===== src/core/asci_map.vh =====
// constants of the serial command interface: fields, codes, resets, timing
`ifndef ASCI_MAP_VH
`define ASCI_MAP_VH

`define ASCI_RES_W 16
`define ASCI_CH_HI 6
`define ASCI_CH_LO 4
`define ASCI_DIF_POS 3
`define ASCI_RNG_HI 2
`define ASCI_RNG_LO 0

`define ASCI_LOW_START 4'h0
`define ASCI_LOW_MODE 4'h8

`define ASCI_MODE_EXT_CLK 3'h0
`define ASCI_MODE_EXT_ACQ 3'h1
`define ASCI_MODE_INT_CLK 3'h2
`define ASCI_MODE_RSVD_A 3'h3
`define ASCI_MODE_RESET 3'h4
`define ASCI_MODE_RSVD_B 3'h5
`define ASCI_MODE_PART_PD 3'h6
`define ASCI_MODE_FULL_PD 3'h7
`define ASCI_MODE_RST_VAL 8'h88

`define ASCI_CFG_RST_VAL 4'h7
`define ASCI_DRNG_LOW 3'h1
`define ASCI_DRNG_MID 3'h4
`define ASCI_DRNG_HIGH 3'h7

`define ASCI_RD_ALL 5'h10
`define ASCI_EARLY_M0 5'h0D
`define ASCI_EARLY_M1 5'h09
`define ASCI_EARLY_M2 5'h0C

`define ASCI_CMD_LAST_BIT 3'h7
`define ASCI_SAMPLE_FALL_M0 8'h0E
`define ASCI_SAMPLE_FALL_M1 8'h10
`define ASCI_GO_FALL_M2 8'h08

`define ASCI_REF_CLK_NS 10
`define ASCI_ICLK_START_NS 100
`define ASCI_ICLK_PERIOD_NS 222
`define ASCI_SAMPLE_ICLKS 11
`define ASCI_ICLK_START_CYC ((`ASCI_ICLK_START_NS + `ASCI_REF_CLK_NS - 1) / `ASCI_REF_CLK_NS)
`define ASCI_ICLK_CYC (`ASCI_ICLK_PERIOD_NS / `ASCI_REF_CLK_NS)
`define ASCI_SAMPLE_CYC (`ASCI_ICLK_START_CYC + `ASCI_SAMPLE_ICLKS * `ASCI_ICLK_CYC)

`endif


===== src/core/asci_top.v =====
// serial command decoder, channel configuration and result shifter
//
// Overview of operation
// - strobe goes high when result ready
// - strobe stays low in external clock mode
// - strobe always driven, never floated
// - single-ended zero range starts conversion in modes 0-2 only
// - differential zero range is mode control
// - single-ended codes 1-6 select six ranges
// - code 7 is default bipolar six-span
// - differential codes 1,4,7 valid, others reserved
// - start bit is first high with select low
// - start allowed when idle and result read
// - early start after 13, 9, 12 bits
// - result MSB first on falling edges
// - result is sixteen bits wide
// - one configuration register per input
// - one eight-bit mode register
// - conversion only on start byte, current method
// - internal clock sets mode 2 sampling
// - mode field decode with two reserved codes
// - sample rising, drive falling, float when deselected
// - reset code restores mode and channel defaults
`timescale 1ns/100ps
`include "asci_map.vh"
module asci_top #(
    parameter NCH = 8,
    parameter [7:0] CONV0_SCLKS = 8'h10,
    parameter CONV_ICLKS = 17
) (
    input wire ref_clk,
    input wire rst_b,
    input wire sclk,
    input wire cs_b,
    input wire din,
    output wire dout_o,
    output wire dout_oe_b,
    output reg conversion_done_strobe,
    input wire [`ASCI_RES_W-1:0] adc_code,
    output wire sample_strobe,
    output wire conv_busy,
    output reg [2:0] conv_channel,
    output reg conv_differential,
    output reg [2:0] conv_range,
    output wire [2:0] mode_code,
    output wire partial_power_down,
    output wire full_power_down,
    output wire [NCH-1:0] chan_differential_select,
    output wire [3*NCH-1:0] chan_range_code
);
    localparam [1:0] ST_IDLE = 2'h0;
    localparam [1:0] ST_CMD = 2'h1;
    localparam [1:0] ST_ACQ = 2'h2;
    localparam [1:0] ST_INT = 2'h3;
    localparam [7:0] DONE_FALL_M0 = `ASCI_SAMPLE_FALL_M0 + CONV0_SCLKS;

    reg rst_m_q;
    reg rst_n_q;
    wire s_sclk;
    wire s_cs_b;
    wire s_din;
    reg sclk_p_q;
    reg cs_p_q;
    reg [1:0] st_q;
    reg [2:0] bit_q;
    reg [6:0] sr_q;
    reg [7:0] fcnt_q;
    reg [7:0] mode_q;
    reg [2:0] cmode_q;
    reg [`ASCI_RES_W-1:0] osr_q;
    reg [4:0] rd_q;
    reg samp_q;
    wire [4*NCH-1:0] cfg_flat;
    wire rise;
    wire fall;
    wire [7:0] fcnt_n;
    wire [7:0] cmd_byte;
    wire byte_done;
    wire [2:0] cmd_m;
    wire [2:0] cmd_rng;
    wire cmd_dif;
    wire is_start;
    wire is_mode;
    reg [4:0] early_thr;
    wire start_ok;
    wire start_bit;
    reg go_start;
    reg mode_we;
    reg cfg_rst;
    reg cfg_we;
    reg int_go;
    reg int_skip;
    wire int_samp;
    wire int_done;
    wire int_busy;

    // reset release through two flops
    always @(posedge ref_clk or negedge rst_b) begin
        if (!rst_b) begin
            rst_m_q <= 1'b0;
            rst_n_q <= 1'b0;
        end else begin
            rst_m_q <= 1'b1;
            rst_n_q <= rst_m_q;
        end
    end

    asci_sync #(
        .W(3),
        .RST_VAL(3'h2)
    ) u_sync (
        .clk(ref_clk),
        .rst_n(rst_n_q),
        .d({sclk, cs_b, din}),
        .q({s_sclk, s_cs_b, s_din})
    );

    asci_conv #(
        .CONV_ICLKS(CONV_ICLKS)
    ) u_conv (
        .clk(ref_clk),
        .rst_n(rst_n_q),
        .go(int_go),
        .skip_acq(int_skip),
        .sample_pulse(int_samp),
        .done(int_done),
        .busy(int_busy)
    );

    always @(posedge ref_clk or negedge rst_n_q) begin
        if (!rst_n_q) begin
            sclk_p_q <= 1'b0;
            cs_p_q <= 1'b1;
        end else begin
            sclk_p_q <= s_sclk;
            cs_p_q <= s_cs_b;
        end
    end

    // edges only count with select low
    assign rise = s_sclk & ~sclk_p_q & ~s_cs_b;
    assign fall = ~s_sclk & sclk_p_q & ~cs_p_q;
    assign fcnt_n = fcnt_q + 8'h01;

    assign cmd_byte = {sr_q, s_din};
    assign byte_done = rise && (st_q == ST_CMD) && (bit_q == `ASCI_CMD_LAST_BIT);
    assign cmd_m = cmd_byte[`ASCI_CH_HI:`ASCI_CH_LO];
    assign cmd_dif = cmd_byte[`ASCI_DIF_POS];
    assign cmd_rng = cmd_byte[`ASCI_RNG_HI:`ASCI_RNG_LO];
    assign is_start = (cmd_byte[3:0] == `ASCI_LOW_START);
    // zero range with differential is mode byte
    assign is_mode = (cmd_byte[3:0] == `ASCI_LOW_MODE);

    always @* begin
        case (mode_q[6:4])
            `ASCI_MODE_EXT_CLK: early_thr = `ASCI_EARLY_M0;
            `ASCI_MODE_EXT_ACQ: early_thr = `ASCI_EARLY_M1;
            `ASCI_MODE_INT_CLK: early_thr = `ASCI_EARLY_M2;
            default: early_thr = `ASCI_RD_ALL;
        endcase
    end

    // idle and previous result read out
    assign start_ok = (st_q == ST_IDLE) && !int_busy && (rd_q >= early_thr);
    assign start_bit = rise && s_din && start_ok;

    always @* begin
        go_start = 1'b0;
        mode_we = 1'b0;
        cfg_rst = 1'b0;
        cfg_we = 1'b0;
        if (byte_done) begin
            if (is_start) begin
                go_start = (mode_q[6:4] == `ASCI_MODE_EXT_CLK) ||
                           (mode_q[6:4] == `ASCI_MODE_EXT_ACQ) ||
                           (mode_q[6:4] == `ASCI_MODE_INT_CLK);
            end else if (is_mode) begin
                case (cmd_m)
                    `ASCI_MODE_RESET: cfg_rst = 1'b1;
                    `ASCI_MODE_RSVD_A: mode_we = 1'b0;
                    `ASCI_MODE_RSVD_B: mode_we = 1'b0;
                    default: mode_we = 1'b1;
                endcase
            end else if (!cmd_dif) begin
                cfg_we = 1'b1;
            end else begin
                cfg_we = (cmd_rng == `ASCI_DRNG_LOW) || (cmd_rng == `ASCI_DRNG_MID) ||
                         (cmd_rng == `ASCI_DRNG_HIGH);
            end
        end
    end

    genvar gi;
    generate
        for (gi = 0; gi < NCH; gi = gi + 1) begin : g_cfg
            localparam [31:0] IDX_W = gi;
            localparam [2:0] IDX = IDX_W[2:0];
            reg [3:0] cfg_q;
            always @(posedge ref_clk or negedge rst_n_q) begin
                if (!rst_n_q) begin
                    cfg_q <= `ASCI_CFG_RST_VAL;
                end else if (cfg_rst) begin
                    cfg_q <= `ASCI_CFG_RST_VAL;
                end else if (cfg_we && (cmd_m == IDX)) begin
                    cfg_q <= cmd_byte[3:0];
                end
            end
            assign cfg_flat[4*gi+3:4*gi] = cfg_q;
            assign chan_differential_select[gi] = cfg_q[3];
            assign chan_range_code[3*gi+2:3*gi] = cfg_q[2:0];
        end
    endgenerate

    always @(posedge ref_clk or negedge rst_n_q) begin
        if (!rst_n_q) begin
            mode_q <= `ASCI_MODE_RST_VAL;
        end else if (cfg_rst) begin
            mode_q <= `ASCI_MODE_RST_VAL;
        end else if (mode_we) begin
            mode_q <= cmd_byte;
        end
    end

    assign mode_code = mode_q[6:4];
    assign partial_power_down = (mode_q[6:4] == `ASCI_MODE_PART_PD);
    assign full_power_down = (mode_q[6:4] == `ASCI_MODE_FULL_PD);
    assign conv_busy = (st_q == ST_ACQ) || (st_q == ST_INT);
    assign sample_strobe = samp_q | int_samp;

    // command framing and conversion sequencing
    always @(posedge ref_clk or negedge rst_n_q) begin
        if (!rst_n_q) begin
            st_q <= ST_IDLE;
            bit_q <= 3'h0;
            sr_q <= 7'h00;
            fcnt_q <= 8'h00;
            cmode_q <= `ASCI_MODE_EXT_CLK;
            samp_q <= 1'b0;
            int_go <= 1'b0;
            int_skip <= 1'b0;
            conv_channel <= 3'h0;
            conv_differential <= 1'b0;
            conv_range <= 3'h0;
        end else begin
            samp_q <= 1'b0;
            int_go <= 1'b0;
            if (st_q != ST_IDLE && fall) begin
                fcnt_q <= fcnt_n;
            end
            case (st_q)
                ST_IDLE: begin
                    if (start_bit) begin
                        st_q <= ST_CMD;
                        bit_q <= 3'h1;
                        sr_q <= 7'h01;
                        fcnt_q <= 8'h00;
                    end
                end
                ST_CMD: begin
                    if (s_cs_b) begin
                        st_q <= ST_IDLE;
                    end else if (rise) begin
                        sr_q <= cmd_byte[6:0];
                        bit_q <= bit_q + 3'h1;
                        if (byte_done) begin
                            st_q <= go_start ? ST_ACQ : ST_IDLE;
                            cmode_q <= mode_q[6:4];
                            conv_channel <= cmd_m;
                            conv_differential <= cfg_flat[4*cmd_m+3];
                            conv_range <= cfg_flat[4*cmd_m+:3];
                        end
                    end
                end
                ST_ACQ: begin
                    if (fall) begin
                        case (cmode_q)
                            `ASCI_MODE_EXT_CLK: begin
                                if (fcnt_n == `ASCI_SAMPLE_FALL_M0) begin
                                    samp_q <= 1'b1;
                                end
                                // conversion clocked by the link clock
                                if (fcnt_n == DONE_FALL_M0) begin
                                    st_q <= ST_IDLE;
                                end
                            end
                            `ASCI_MODE_EXT_ACQ: begin
                                // sample on sixteenth fall, then internal
                                if (fcnt_n == `ASCI_SAMPLE_FALL_M1) begin
                                    samp_q <= 1'b1;
                                    int_go <= 1'b1;
                                    int_skip <= 1'b1;
                                    st_q <= ST_INT;
                                end
                            end
                            default: begin
                                if (fcnt_n == `ASCI_GO_FALL_M2) begin
                                    int_go <= 1'b1;
                                    int_skip <= 1'b0;
                                    st_q <= ST_INT;
                                end
                            end
                        endcase
                    end
                end
                ST_INT: begin
                    if (int_done) begin
                        st_q <= ST_IDLE;
                    end
                end
                default: st_q <= ST_IDLE;
            endcase
        end
    end

    // result shifter and read-out counter
    always @(posedge ref_clk or negedge rst_n_q) begin
        if (!rst_n_q) begin
            osr_q <= {`ASCI_RES_W{1'b0}};
            rd_q <= `ASCI_RD_ALL;
        end else if ((st_q == ST_ACQ) && fall && (cmode_q == `ASCI_MODE_EXT_CLK) &&
                     (fcnt_n == DONE_FALL_M0)) begin
            osr_q <= adc_code;
            rd_q <= 5'h00;
        end else if ((st_q == ST_INT) && int_done) begin
            osr_q <= adc_code;
            rd_q <= 5'h00;
        end else begin
            if (go_start) begin
                rd_q <= `ASCI_RD_ALL;
            end else if (rise && (rd_q != `ASCI_RD_ALL)) begin
                rd_q <= rd_q + 5'h01;
            end
            // next bit on each falling edge
            if (fall) begin
                osr_q <= {osr_q[`ASCI_RES_W-2:0], 1'b0};
            end
        end
    end

    assign dout_o = osr_q[`ASCI_RES_W-1];
    assign dout_oe_b = s_cs_b;

    always @(posedge ref_clk or negedge rst_n_q) begin
        if (!rst_n_q) begin
            conversion_done_strobe <= 1'b0;
        end else if ((st_q == ST_INT) && int_done) begin
            conversion_done_strobe <= 1'b1;
        end else if (start_bit || cfg_rst) begin
            conversion_done_strobe <= 1'b0;
        end else if (mode_q[6:4] == `ASCI_MODE_EXT_CLK) begin
            conversion_done_strobe <= 1'b0;
        end
    end
endmodule // asci_top


===== src/core/asci_sync.v =====
// two-flop synchroniser for pin inputs
`timescale 1ns/100ps
module asci_sync #(
    parameter W = 3,
    parameter [W-1:0] RST_VAL = {W{1'b0}}
) (
    input wire clk,
    input wire rst_n,
    input wire [W-1:0] d,
    output wire [W-1:0] q
);
    reg [W-1:0] m_q;
    reg [W-1:0] s_q;

    always @(posedge clk or negedge rst_n) begin
        if (!rst_n) begin
            m_q <= RST_VAL;
            s_q <= RST_VAL;
        end else begin
            m_q <= d;
            s_q <= m_q;
        end
    end

    assign q = s_q;
endmodule // asci_sync


===== src/core/asci_conv.v =====
// internally timed acquisition and conversion sequencer
`timescale 1ns/100ps
`include "asci_map.vh"
module asci_conv #(
    parameter CONV_ICLKS = 17
) (
    input wire clk,
    input wire rst_n,
    input wire go,
    input wire skip_acq,
    output reg sample_pulse,
    output reg done,
    output reg busy
);
    localparam integer CONV_CYC = CONV_ICLKS * `ASCI_ICLK_CYC;
    localparam integer SAMP_LAST_I = `ASCI_SAMPLE_CYC - 1;
    localparam integer CONV_LAST_I = CONV_CYC - 1;
    localparam [11:0] SAMP_LAST = SAMP_LAST_I[11:0];
    localparam [11:0] CONV_LAST = CONV_LAST_I[11:0];

    reg acq_q;
    reg [11:0] cnt_q;

    always @(posedge clk or negedge rst_n) begin
        if (!rst_n) begin
            acq_q <= 1'b0;
            cnt_q <= 12'h000;
            busy <= 1'b0;
            done <= 1'b0;
            sample_pulse <= 1'b0;
        end else begin
            done <= 1'b0;
            sample_pulse <= 1'b0;
            if (go) begin
                busy <= 1'b1;
                acq_q <= ~skip_acq;
                cnt_q <= 12'h000;
            end else if (busy) begin
                if (acq_q) begin
                    // internal clock picks the sampling instant
                    if (cnt_q == SAMP_LAST) begin
                        acq_q <= 1'b0;
                        cnt_q <= 12'h000;
                        sample_pulse <= 1'b1;
                    end else begin
                        cnt_q <= cnt_q + 12'h001;
                    end
                end else if (cnt_q == CONV_LAST) begin
                    busy <= 1'b0;
                    done <= 1'b1;
                end else begin
                    cnt_q <= cnt_q + 12'h001;
                end
            end
        end
    end
endmodule // asci_conv


===== config.mk =====
export PLATFORM = sky130hd
export DESIGN_NAME = asci_top
export DESIGN_NICKNAME = d
export VERILOG_FILES = /design/src/core/asci_top.v /design/src/core/asci_sync.v /design/src/core/asci_conv.v
export VERILOG_INCLUDE_DIRS = /design/src /design/src/core
export SDC_FILE = /design/constraint.sdc
export NUM_CORES = 1
export LEC_CHECK = 0
export ABC_CLOCK_PERIOD_IN_PS = 9800
export BUFFER_PORTS_ARGS = -buffer_cell sky130_fd_sc_hd__buf_2
export CORE_ASPECT_RATIO = 2
export CORE_MARGIN = 2
export CORE_UTILIZATION = 45
export CTS_BUF_LIST = sky130_fd_sc_hd__clkbuf_8 sky130_fd_sc_hd__clkbuf_16
export DETAILED_ROUTE_END_ITERATION = 7
export PLACE_DENSITY = 0.61
export SETUP_SLACK_MARGIN = 0.4
export SYNTH_ARGS = -nofsm -noshare
export SYNTH_HDL_FRONTEND = slang
export SYNTH_SLANG_ARGS = --single-unit

===== constraint.sdc =====
create_clock -name ref_clk -period 9.8 [get_ports ref_clk]
set_input_delay 0.98 -clock ref_clk [delete_from_list [all_inputs] [get_ports ref_clk]]
set_output_delay 0.98 -clock ref_clk [all_outputs]
set_load 0.005 [all_outputs]

Word level (Yosys, flattened, before mapping)
Cells that the tools add are included.

storage, ports and cells
  output and inout port bits = 49
  word-level logic and storage cells = 247
  input bits = 21
  register bits after elaboration = 119

operators by class
  order comparisons = 2
  $add $sub $neg = 5
  bitwise gates (word level) = 11
  equal/unequal tests = 39
  shifts and indexed selects = 1
  reductions and logical operators = 54
  multiplexer cells = 101

operator list
  operator               count
  $mux 4                 16
  $mux 12                5
  $mux 16                3
  $mux 1                 43
  $shiftx 32x6->3        1
  $eq 3x3->1 const B     9
  $reduce_bool 2->1      13
  $mux 8                 3
  $logic_and 1x1->1      20
  $mux 2                 10
  $mux 5                 4
  $mux 6                 3
  $eq 8x4->1 const B     2
  $eq 8x5->1 const B     2
  $pmux 5 s3             1
  $mux 7                 2
  $add 12x1->12 const B  1
  $eq 12x8->1 const B    1
  $eq 12x9->1 const B    1
  $eq 3x1->1 const B     4
  $pmux 6 s2             1
  $ne 2x2->1 const B     5
  $eq 3x2->1 const B     3
  $logic_not 3->1        3
  34 further kinds       57

Longest topological paths before layout
Gate-level depths: netlist (run 1).

  word-level depth = 11
  depth in mapped cells = 11
  gate-level depth less buffers = 9

Hierarchy
From an unflattened synthesis (run 1), not the netlist that was laid out.

second synthesis, totals
  cell total of the unflattened synthesis = 554
  area, all modules = 6,003.3 µm²

by module, submodules not included
  module     area an instance (µm²)  sequential area each (µm²)  instances  cells each
  asci_top   4,897.2                 2,359.8                     1          447
  asci_conv  953.4                   400.4                       1          101
  asci_sync  152.6                   152.6                       1          6

Worst setup path before layout (run 1)
No wires, ideal clock.

  kind = reg-to-reg
  start point = reg fcnt_q[0]
  end point = reg int_skip
  period minus slack after synthesis = 2.190 ns
  data arrival time = 2.125 ns
  cell stages (with the launch flop) = 9
  path buffers = 1
  setup time = 0.065 ns
  required time = 9.735 ns
  path slack = 7.610 ns
  cells stage by stage = dfrtp_1 > ha_1 > and3_1 > clkbuf_2 > xnor2_1 > or3_1 > or3b_1 > nor2_1 > o22a_1

on the way
  longest elaborated chain between the ends = 4
  elaborated cells on any way between the ends = 6
  classes of those cells = 1 x add/sub; 3 x eq/ne; 2 x reduce/logical

RTL lines
  what                                                                     line            source
  start, declared                                                          asci_top.v:67   reg [7:0] fcnt_q;
  start signal, assigned                                                   asci_top.v:248  fcnt_q <= fcnt_n;
  $add 8x1->8 *                                                            asci_top.v:143  assign fcnt_n = fcnt_q + 8'h01;
  $eq 8x5->1 (no source line) / $eq 8x4->1 (equally long branches)         --
  $ne 2x2->1 (no source line) / $reduce_bool 2->1 (equally long branches)  --
  $reduce_and 5->1 (no source line) *                                      --
  end signal, assigned                                                     asci_top.v:240  int_skip <= 1'b0;
  end signal, assigned                                                     asci_top.v:291  int_skip <= 1'b1;
  end signal, assigned                                                     asci_top.v:298  int_skip <= 1'b0;
  end, declared                                                            asci_top.v:92   reg int_skip;

Every way passes the cells marked *; elsewhere a longest branch is shown, timed or not.
A chain may end at the register's enable or synchronous reset.

Final worst setup path (run 1)
  start point = reg sclk_p_q
  end point = reg g_cfg[0].cfg_q[0]

on the way
  longest elaborated chain between the ends = 8
  elaborated cells on any way between the ends = 10
  classes of those cells = 3 x mux; 3 x bitwise; 4 x reduce/logical

RTL lines
  what                                line            source
  start, declared                     asci_top.v:62   reg sclk_p_q;
  start signal, assigned              asci_top.v:135  sclk_p_q <= s_sclk;
  $not 1->1 *                         asci_top.v:141  assign rise = s_sclk & ~sclk_p_q & ~s_cs_b;
  $and 1x1->1 * (2 in a row)          asci_top.v:141
  $logic_and 1x1->1 * (2 in a row)    asci_top.v:146  assign byte_done = rise && (st_q == ST_CMD) && (bit_q == `ASCI_CMD_LAST_BIT);
  $mux 1                              asci_top.v:172  if (byte_done) begin
  $logic_and 1x1->1                   asci_top.v:204  end else if (cfg_we && (cmd_m == IDX)) begin
  $reduce_bool 2->1 (no source line)  --
  end signal, assigned                asci_top.v:201  cfg_q <= `ASCI_CFG_RST_VAL;
  end signal, assigned                asci_top.v:203  cfg_q <= `ASCI_CFG_RST_VAL;
  end signal, assigned                asci_top.v:205  cfg_q <= cmd_byte[3:0];
  end, declared                       asci_top.v:198  reg [3:0] cfg_q;

Marks and branches as above.

==> results of run 1 <==
routing by layer:
metal	global-route usage	vias up	part of all wire
met4	0.0799	0	0.022
met5	0	-	0
met2	0.389	99	0.56
li1	-	2079	-
met3	0.0397	17	0.034
met1	0.229	2252	0.38
through the flow:
step,hold WS (ns),std cells
after floorplan,0.331,552
after global placement,0.331,739
after detailed placement,0.341,739
after CTS,0.331,771
after global routing,0.335,771
final,0.344,771
cell families (layout without fill, tap and decap cells):
kind of cell               count (synthesis)  after routing
muxes                                     44             44
and+or+nand+nor                          213            213
DFF                                      115            115
other                                      1              1
buffers and inverters                     47            116
adders and majority gates                 11             11
xor gates and xnor gates                  14             14
AOI/OAI and AO/OA                        107            107
sequential cells by signal, indices dropped and copies added (netlist names), 2 cells and up:
signal        count
rd_q              5
g_cfg.cfg_q      32
u_conv.cnt_q     12
mode_q            3
cmode_q           3
conv_range        3
conv_channel      3
osr_q            16
sr_q              6
fcnt_q            8
u_sync.q          3
bit_q             3
u_sync.m_q        3
st_q              2
cell usage after synthesis (3+ instances only):
cell	number
dfrtp_1	87
nor2_1	70
nand2_1	57
mux2i_1	30
dfstp_2	28
o21ai_0	23
a21oi_1	21
clkbuf_1	19
o32ai_1	15
inv_1	13
ha_1	11
nand3_1	11
a22o_1	9
nor3_1	9
xnor2_1	9
mux4_2	8
nand4_1	8
and3_1	7
o211ai_1	7
mux2_2	6
nand2b_1	6
nor2b_1	6
o31ai_1	6
a21o_1	5
nand3b_1	5
xor2_1	5
and2_1	4
buf_1	4
buf_6	4
nor3b_1	4
or3_1	4
a21boi_0	3
buf_2	3
buf_4	3
nor3b_2	3
or2_2	3
where the power goes:
group | switching (mW) | internal [mW]
Sequential | 0.0396 | 0.508
Combinational | 0.0408 | 0.0356
Clock | 0.213 | 0.460
worst max-delay path: stages (launching register included):
cell and delay [ns]:
dfrtp_1 0.42, nor3b_4 0.33, and4b_1 0.71, and3_1 0.40
nand2_4 0.08, or3_1 0.72, o211ai_1 0.24
worst max path at each step:
| stage | startpoint | endpoint | slack, ns |
|---|---|---|---|
| 6_report | sclk_p_q | g_cfg[0].cfg_q[0] | 6.80 |
| 3_5_place_dp | sclk_p_q | g_cfg[1].cfg_q[1] | 6.80 |
| 4_1_cts | sclk_p_q | g_cfg[0].cfg_q[0] | 6.81 |
| 3_3_place_gp | sclk_p_q | g_cfg[1].cfg_q[1] | 6.91 |
| 2_1_floorplan | rst_n_q | bit_q[0] | 6.41 |
| 5_1_grt | sclk_p_q | g_cfg[1].cfg_q[1] | 6.61 |
cell type report:
type / count / share of cell area
tap: 150 / 0.0276
clock buffer: 19 / 0.0667
multi-input combinational: 390 / 0.387
timing repair buffer: 71 / 0.0531
clock inverter: 13 / 0.0282
sequential: 115 / 0.430
inverter: 13 / 0.00719
==> results by group, run 1 <==
Synth
  • Seq cells post-synth: 115
  • Syn Area/Cell: 10.4 um^2
  • Adder-cell share of the synthesized area: 0.0239
  • Post-Syn Area: 5770 um^2
  • XOR/XNOR share of the synthesized area: 0.0213
  • Synth Instances: between 500 and 600
  • Post-synthesis mux area share: 0.0951
  • Synth Area in Compound Gates: 0.129
  • Seq/Total Area, Yosys: 0.505
  • Main combinational cell family by area after synthesis: simple AND/OR/NAND/NOR gates
  • Simple-Gate Fraction of Synth Area: 0.186
  • Post-synth top area cell: dfrtp_1
  • Post-synth top area share: 0.378
  • Most common flop cell mapped by yosys: dfrtp_1
  • Main area contributors after synthesis: dfrtp_1 38%, dfstp_2 13%, mux2i_1 5.2%, nor2_1 4.6%, nand2_1 3.7%
  • Async set-or-reset flop fraction in the synthesized netlist: 1.00
  • Synthesized Nets: 584
  • EDFF count, synth: 0
  • Synth unique cells: 66
  • Synth Warn #: 0

Global routing
  • Vias in the first global route: 4523
  • Initial antenna violation count: 0
  • Largest net degree at the start of global routing: 64
  • First-pass GRT wire length: 22700 um
  • All-Layer GR Usage: 0.208
  • Gr ovfl total: 0

Setup path
  • Crit end category: flop
  • Arr. time, crit path: between 3 and 4 ns
  • Crit start category: flop
  • Largest fanout on the critical path: 24
  • Reg-to-reg setup timing slack: 6.80 ns
  • Setup Crit Path Kind: reg -> reg
  • Reg-to-Reg Start: sclk_p_q
  • Cells on worst reg2reg path: 6
  • Reg2reg end: g_cfg[0].cfg_q[0]
  • Required @ worst endpoint: around 10 ns

Pwr
  • Leakage: 3.22 nW
  • PwrDens: around 190 nW/um^2
  • Max VDD drop: around 160 uV
  • Overall Power: around 1.3 mW

STA
  • Final Hold Vio Count: 0
  • Period minus WS final: around 3 ns
  • Setup TNS: 0 ns
  • Slew @ Worst Pin: 1.08 ns
  • Clk_skew: approximately 0.0095 ns
  • Final slew viol count: 0
  • Slew HR: 0.278
  • Tcrit/Tclk final: 0.306
  • Worst setup margin: 6.80 ns
  • # setup viols final: 0
  • Unrepaired setup endpoints after global routing: no
  • Max frequency: about 330 MHz

CTS
  • Post-CTS setup buffers: 0
  • CTS tree: built
  • Root Buffer: clkbuf_16
  • Htree depth: 4
  • PostCTS Resize Cnt: 0
  • Clock sinks: 115
  • Inserted Clock Buffers: 17
  • Hold_buf cts: 0
  • Clock buffer depth: 2
  • Reg clk slew, reported paths: 0.05 ns
  • Skew-Pair Late Insertion Delay: 0.41 ns

Route
  • Antenna-violating nets left: 0
  • Vias: 4447
  • Wire per inst: 17.9 um
  • Drt first pass iters: 6
  • DRT Wirelength: roughly 14000 um
  • Vias/cell: around 5.8
  • Initial DRC count: 201
  • Drt drc: 0

Run status
  • Status: complete, no violations

Finish
  • Share of cells above drive strength 1: 0.251
  • Antenna diode count: 0
  • Register Area: 2920 um^2
  • Most frequent cells in the layout: 86 x dfrtp_1, 70 x nor2_1, 69 x buf_2
  • Most common cell after layout, fill and taps aside: dfrtp_1
  • Area grow syn2layout: 17.7%
  • # nets final: 640
  • Fill cell count: 1129
  • Multi-input logic area: roughly 2600 um^2
  • Post-route cell area: 6790 um^2
  • Post-layout util: 0.541

Placement
  • Port Buffers: 69
  • Place WS: 6.80 ns
  • Gpl congestion: 0.812
  • Placed cell areas: roughly 6100 um^2
  • HPWL after DPL: 9730 um

Floorplan
  • Row count: 58
  • Die Y: 164 um
  • Core box area: between 10000 and 15000 um^2
  • # IOs: 70
  • Die X: 84.0 um
  • Die ar.: 13800 um^2
  • Initial Util: 0.459

Min path
  • Hold Path Class: in -> async

Run
  • Max Cap Viol: 0
No activity file was read; power rests on OpenSTA's default activity.
==> run 2, diff against run 1 <==
ABC_AREA = 1   (was not set)
ABC_CLOCK_PERIOD_IN_PS = 2600   (was 9800)
PLACE_DENSITY = 0.64   (was 0.61)
clock period = 2.6 ns   (was 9.8 ns; I/O delays follow)
==> run 2 against run 1 <==
First-iteration DRC count is 47% higher. Die area increased by 3.6%. Combinational power rose to 14 times the previous value. Clock power rose to 3.2 times the previous value. Clock skew barely moved. Worst setup slack got worse by 6.3 ns. Register-to-register slack lost 6.3 ns. Design area increased by 5.2%. Sequential cell count is the same. Via count up 21%. Critical path type unchanged. Highest routed layer unchanged.
==> results by group, run 2 <==
Run status
  • Status: complete, no violations (unchanged)

Global routing
  • Vias in the first global route: 5516 (was 4523)
  • Initial antenna violation count: 0 (unchanged)
  • First-pass GRT wire length: 26900 um (was 22700 um)
  • Gr ovfl total: 0 (unchanged)
  • All-Layer GR Usage: 0.241 (was 0.208)
  • Largest net degree at the start of global routing: 43 (was 64)

Synth
  • Synth Warn #: 0 (unchanged)
  • Synthesized Nets: 768 (was 584)
  • EDFF count, synth: 0 (unchanged)
  • Post-synth top cells: 202 x nand2_1, 87 x dfrtp_1, 86 x inv_1 (was 87 x dfrtp_1, 70 x nor2_1, 57 x nand2_1)
  • XOR/XNOR share of the synthesized area: 0.0103 (was 0.0213)
  • Async set-or-reset flop fraction in the synthesized netlist: 1.00 (unchanged)
  • Post-Syn Area: 5980 um^2 (was 5770 um^2)
  • Synth Area in Compound Gates: 0.109 (was 0.129)
  • Synth Instances: 736 (was 552)
  • Adder-cell share of the synthesized area: 0.0230 (was 0.0239)
  • Simple-Gate Fraction of Synth Area: 0.270 (was 0.186)
  • Seq/Total Area, Yosys: 0.487 (was 0.505)
  • Main combinational cell family by area after synthesis: simple AND/OR/NAND/NOR gates (unchanged)
  • Post-synthesis mux area share: 0.0282 (was 0.0951)
  • Seq cells post-synth: 115 (unchanged)
  • Syn Area/Cell: 8.13 um^2 (was 10.4 um^2)
  • Synth unique cells: 45 (was 66)
  • Post-synth top area cell: dfrtp_1 (unchanged)
  • Main area contributors after synthesis: dfrtp_1 36%, nand2_1 13%, dfstp_2 12%, inv_1 5.4%, nor2_1 3.9% (was dfrtp_1 38%, dfstp_2 13%, mux2i_1 5.2%, nor2_1 4.6%, nand2_1 3.7%)
  • Most common flop cell mapped by yosys: dfrtp_1 (unchanged)
  • Most frequent cell after synthesis: nand2_1 (was dfrtp_1)
  • Post-synth top area share: 0.364 (was 0.378)

CTS
  • Htree depth: 4 (unchanged)
  • CTS tree: built (unchanged)
  • Root Buffer: clkbuf_16 (unchanged)
  • Post-CTS setup buffers: 0 (unchanged)
  • Reg clk slew, reported paths: 0.06 ns (was 0.05 ns)
  • Clock buffer depth: 2 (unchanged)
  • Inserted Clock Buffers: 17 (unchanged)
  • Clock sinks: 115 (unchanged)
  • Skew-Pair Late Insertion Delay: 0.41 ns (about the same)

STA
  • Unrepaired setup endpoints after global routing: no (unchanged)
  • Period minus WS final: 2.05 ns (was 3.00 ns)
  • Final Hold Vio Count: 0 (unchanged)
  • # setup viols final: 0 (unchanged)
  • Clk_skew: 0.00992 ns (was 0.00947 ns)
  • Tcrit/Tclk final: 0.790 (was 0.306)
  • Setup TNS: 0 ns (unchanged)
  • Worst setup margin: 0.546 ns (was 6.80 ns)
  • Slew @ Worst Pin: 0.586 ns (was 1.08 ns)
  • Slew HR: 0.608 (was 0.278)
  • Final slew viol count: 0 (unchanged)
  • Max frequency: 487 MHz (was 333 MHz)

Floorplan
  • Die X: 85.5 um (was 84.0 um)
  • Row count: 59 (was 58)
  • # IOs: 70 (unchanged)
  • Die Y: 167 um (was 164 um)
  • Initial Util: 0.460 (was 0.459)
  • Die ar.: 14300 um^2 (was 13800 um^2)
  • Core box area: 13000 um^2 (was 12600 um^2)

Route
  • Vias: 5375 (was 4447)
  • Antenna-violating nets left: 0 (unchanged)
  • Vias/cell: 5.44 (was 5.77)
  • Drt drc: 0 (unchanged)
  • Drt first pass iters: 5 (was 6)
  • Wire per inst: 16.7 um (was 17.9 um)
  • DRT Wirelength: 16500 um (was 13800 um)
  • Initial DRC count: 296 (was 201)

Min path
  • Hold Path Class: in -> reg (was in -> async)
  • Hold depth: 3
  • WHS Endpoint: osr_q[0]
  • Hold Crit Start: adc_code[0]

Pwr
  • Switching power: 1.81 mW (was 0.293 mW)
  • Internal cell power: 3.57 mW (was 1.00 mW)
  • PwrDens: 754 nW/um^2 (was 191 nW/um^2)
  • Leakage: 3.64 nW (was 3.22 nW)
  • Register share of total power: 0.404 (was 0.422)
  • Clk network pwr share: 0.398 (was 0.519)
  • Gate power share: 0.198 (was 0.059)
  • Switching share of total power: 0.337 (was 0.226)
  • Max VDD drop: 485 uV (was 161 uV)
  • Overall Power: 5.38 mW (was 1.30 mW)

Placement
  • Port Buffers: 69 (unchanged)
  • Placed cell areas: 6530 um^2 (was 6140 um^2)
  • Gpl congestion: 0.981 (was 0.812)
  • HPWL after DPL: 12400 um (was 9730 um)
  • Place WS: 0.436 ns (was 6.80 ns)

Finish
  • Top Registers: g_cfg.cfg_q (32), osr_q (16), u_conv.cnt_q (12) (unchanged)
  • Post-route cell area: 7140 um^2 (was 6790 um^2)
  • Area grow syn2layout: 19.4% (was 17.7%)
  • # nets final: 855 (was 640)
  • Most common cell after layout, fill and taps aside: nand2_1 (was dfrtp_1)
  • Most frequent cells in the layout: 197 x nand2_1, 85 x inv_1, 84 x dfrtp_1 (was 86 x dfrtp_1, 70 x nor2_1, 69 x buf_2)
  • Antenna diode count: 0 (unchanged)
  • Share of cells above drive strength 1: 0.228 (was 0.251)
  • Top reg by flops: g_cfg.cfg_q (unchanged)
  • Max reg flops: 32 (unchanged)
  • Fill cell count: 1244 (was 1129)

Setup path
  • Reg2reg end: g_cfg[4].cfg_q[1] (was g_cfg[0].cfg_q[0])
  • Crit start category: flop (unchanged)
  • Largest fanout on the critical path: 8 (was 24)
  • Required @ worst endpoint: 2.93 ns (was 10.12 ns)
  • Crit end category: flop (unchanged)
  • Reg-to-Reg Start: st_q[1] (was sclk_p_q)
  • Arr. time, crit path: 2.39 ns (was 3.32 ns)
  • Reg-to-reg setup timing slack: 0.55 ns (was 6.80 ns)
  • Setup Crit Path Kind: reg -> reg (unchanged)
  • Cells on worst reg2reg path: 9 (was 6)

Run
  • Max Cap Viol: 0 (unchanged)
run 2: stage by stage:
stage | util | instances | hold slack (ns)
2_1_floorplan | - | 736 | -0.0356
5_1_grt | 0.550 | 988 | 0.0998
3_3_place_gp | 0.503 | 952 | 0.0448
6_report | 0.550 | 988 | 0.0908
4_1_cts | 0.548 | 988 | 0.0850
3_5_place_dp | 0.503 | 952 | 0.0468
run 2: critical path, stage by stage, from the launching register on:
cell     delay, ns
dfrtp_1       0.45
inv_2         0.11
nand2_1       0.13
nor2_4        0.22
nand2_2       0.14
nor2_1        0.22
inv_1         0.10
a21oi_2       0.39
nor2_1        0.08
a21oi_1       0.14
run 2: worst max-delay path by stage:
| stage | slack (ns) | from | endpoint |
|---|---|---|---|
| floorplan | 0.70 | rst_n_q | bit_q[0] |
| finish | 0.55 | st_q[1] | g_cfg[4].cfg_q[1] |
| CTS | 0.40 | st_q[1] | g_cfg[2].cfg_q[3] |
| global placement | 0.47 | st_q[1] | g_cfg[3].cfg_q[3] |
| detailed placement | 0.44 | st_q[1] | g_cfg[2].cfg_q[3] |
| global route | 0.40 | st_q[1] | g_cfg[1].cfg_q[2] |
run 2: area by class of cell:
type,count,area (um^2),share of cell area
tap,152,190,0.0266
clock inverter,14,106,0.0149
multi-input combinational,515,2670,0.373
sequential,115,2920,0.409
timing repair buffer,85,488,0.0683
inverter,89,334,0.0468
clock buffer,18,439,0.0615
run 2: layer usage:
metal	wire, um	share of wire	track usage
met1	6000	0.36	0.246
met2	9370	0.57	0.452
met3	524	0.032	0.0436
met4	630	0.038	0.125
met5	0	0	0
run 2: cells by family (layout without fill, tap and decap cells):
family / count (synthesis) / after routing
adder cells (fa/ha/maj): 11 / 11
buffers and inverters: 106 / 206
AO/OA/AOI/OAI: 112 / 112
XOR/XNOR: 7 / 7
multiplexers: 15 / 15
flip-flops: 115 / 115
other: 1 / 1
AND/OR/NAND/NOR: 369 / 369
run 2: power groups by stage:
stage / Sequential [mW] / Combinational (mW) / Clock, mW
after floorplan: 2.13 / 0.792 / 0
after global placement: 2.18 / 1.00 / 0
after detailed placement: 2.19 / 1.04 / 0
after CTS: 2.16 / 1.05 / 2.16
after global routing: 2.20 / 1.20 / 2.25
final: 2.17 / 1.07 / 2.14
run 2: timing repair:
item                       in CTS  in global routing
hold endpoints to repair        5                  0
hold buffers                    4                  0
gates resized for setup         0                 10
setup endpoints to repair       0                 43
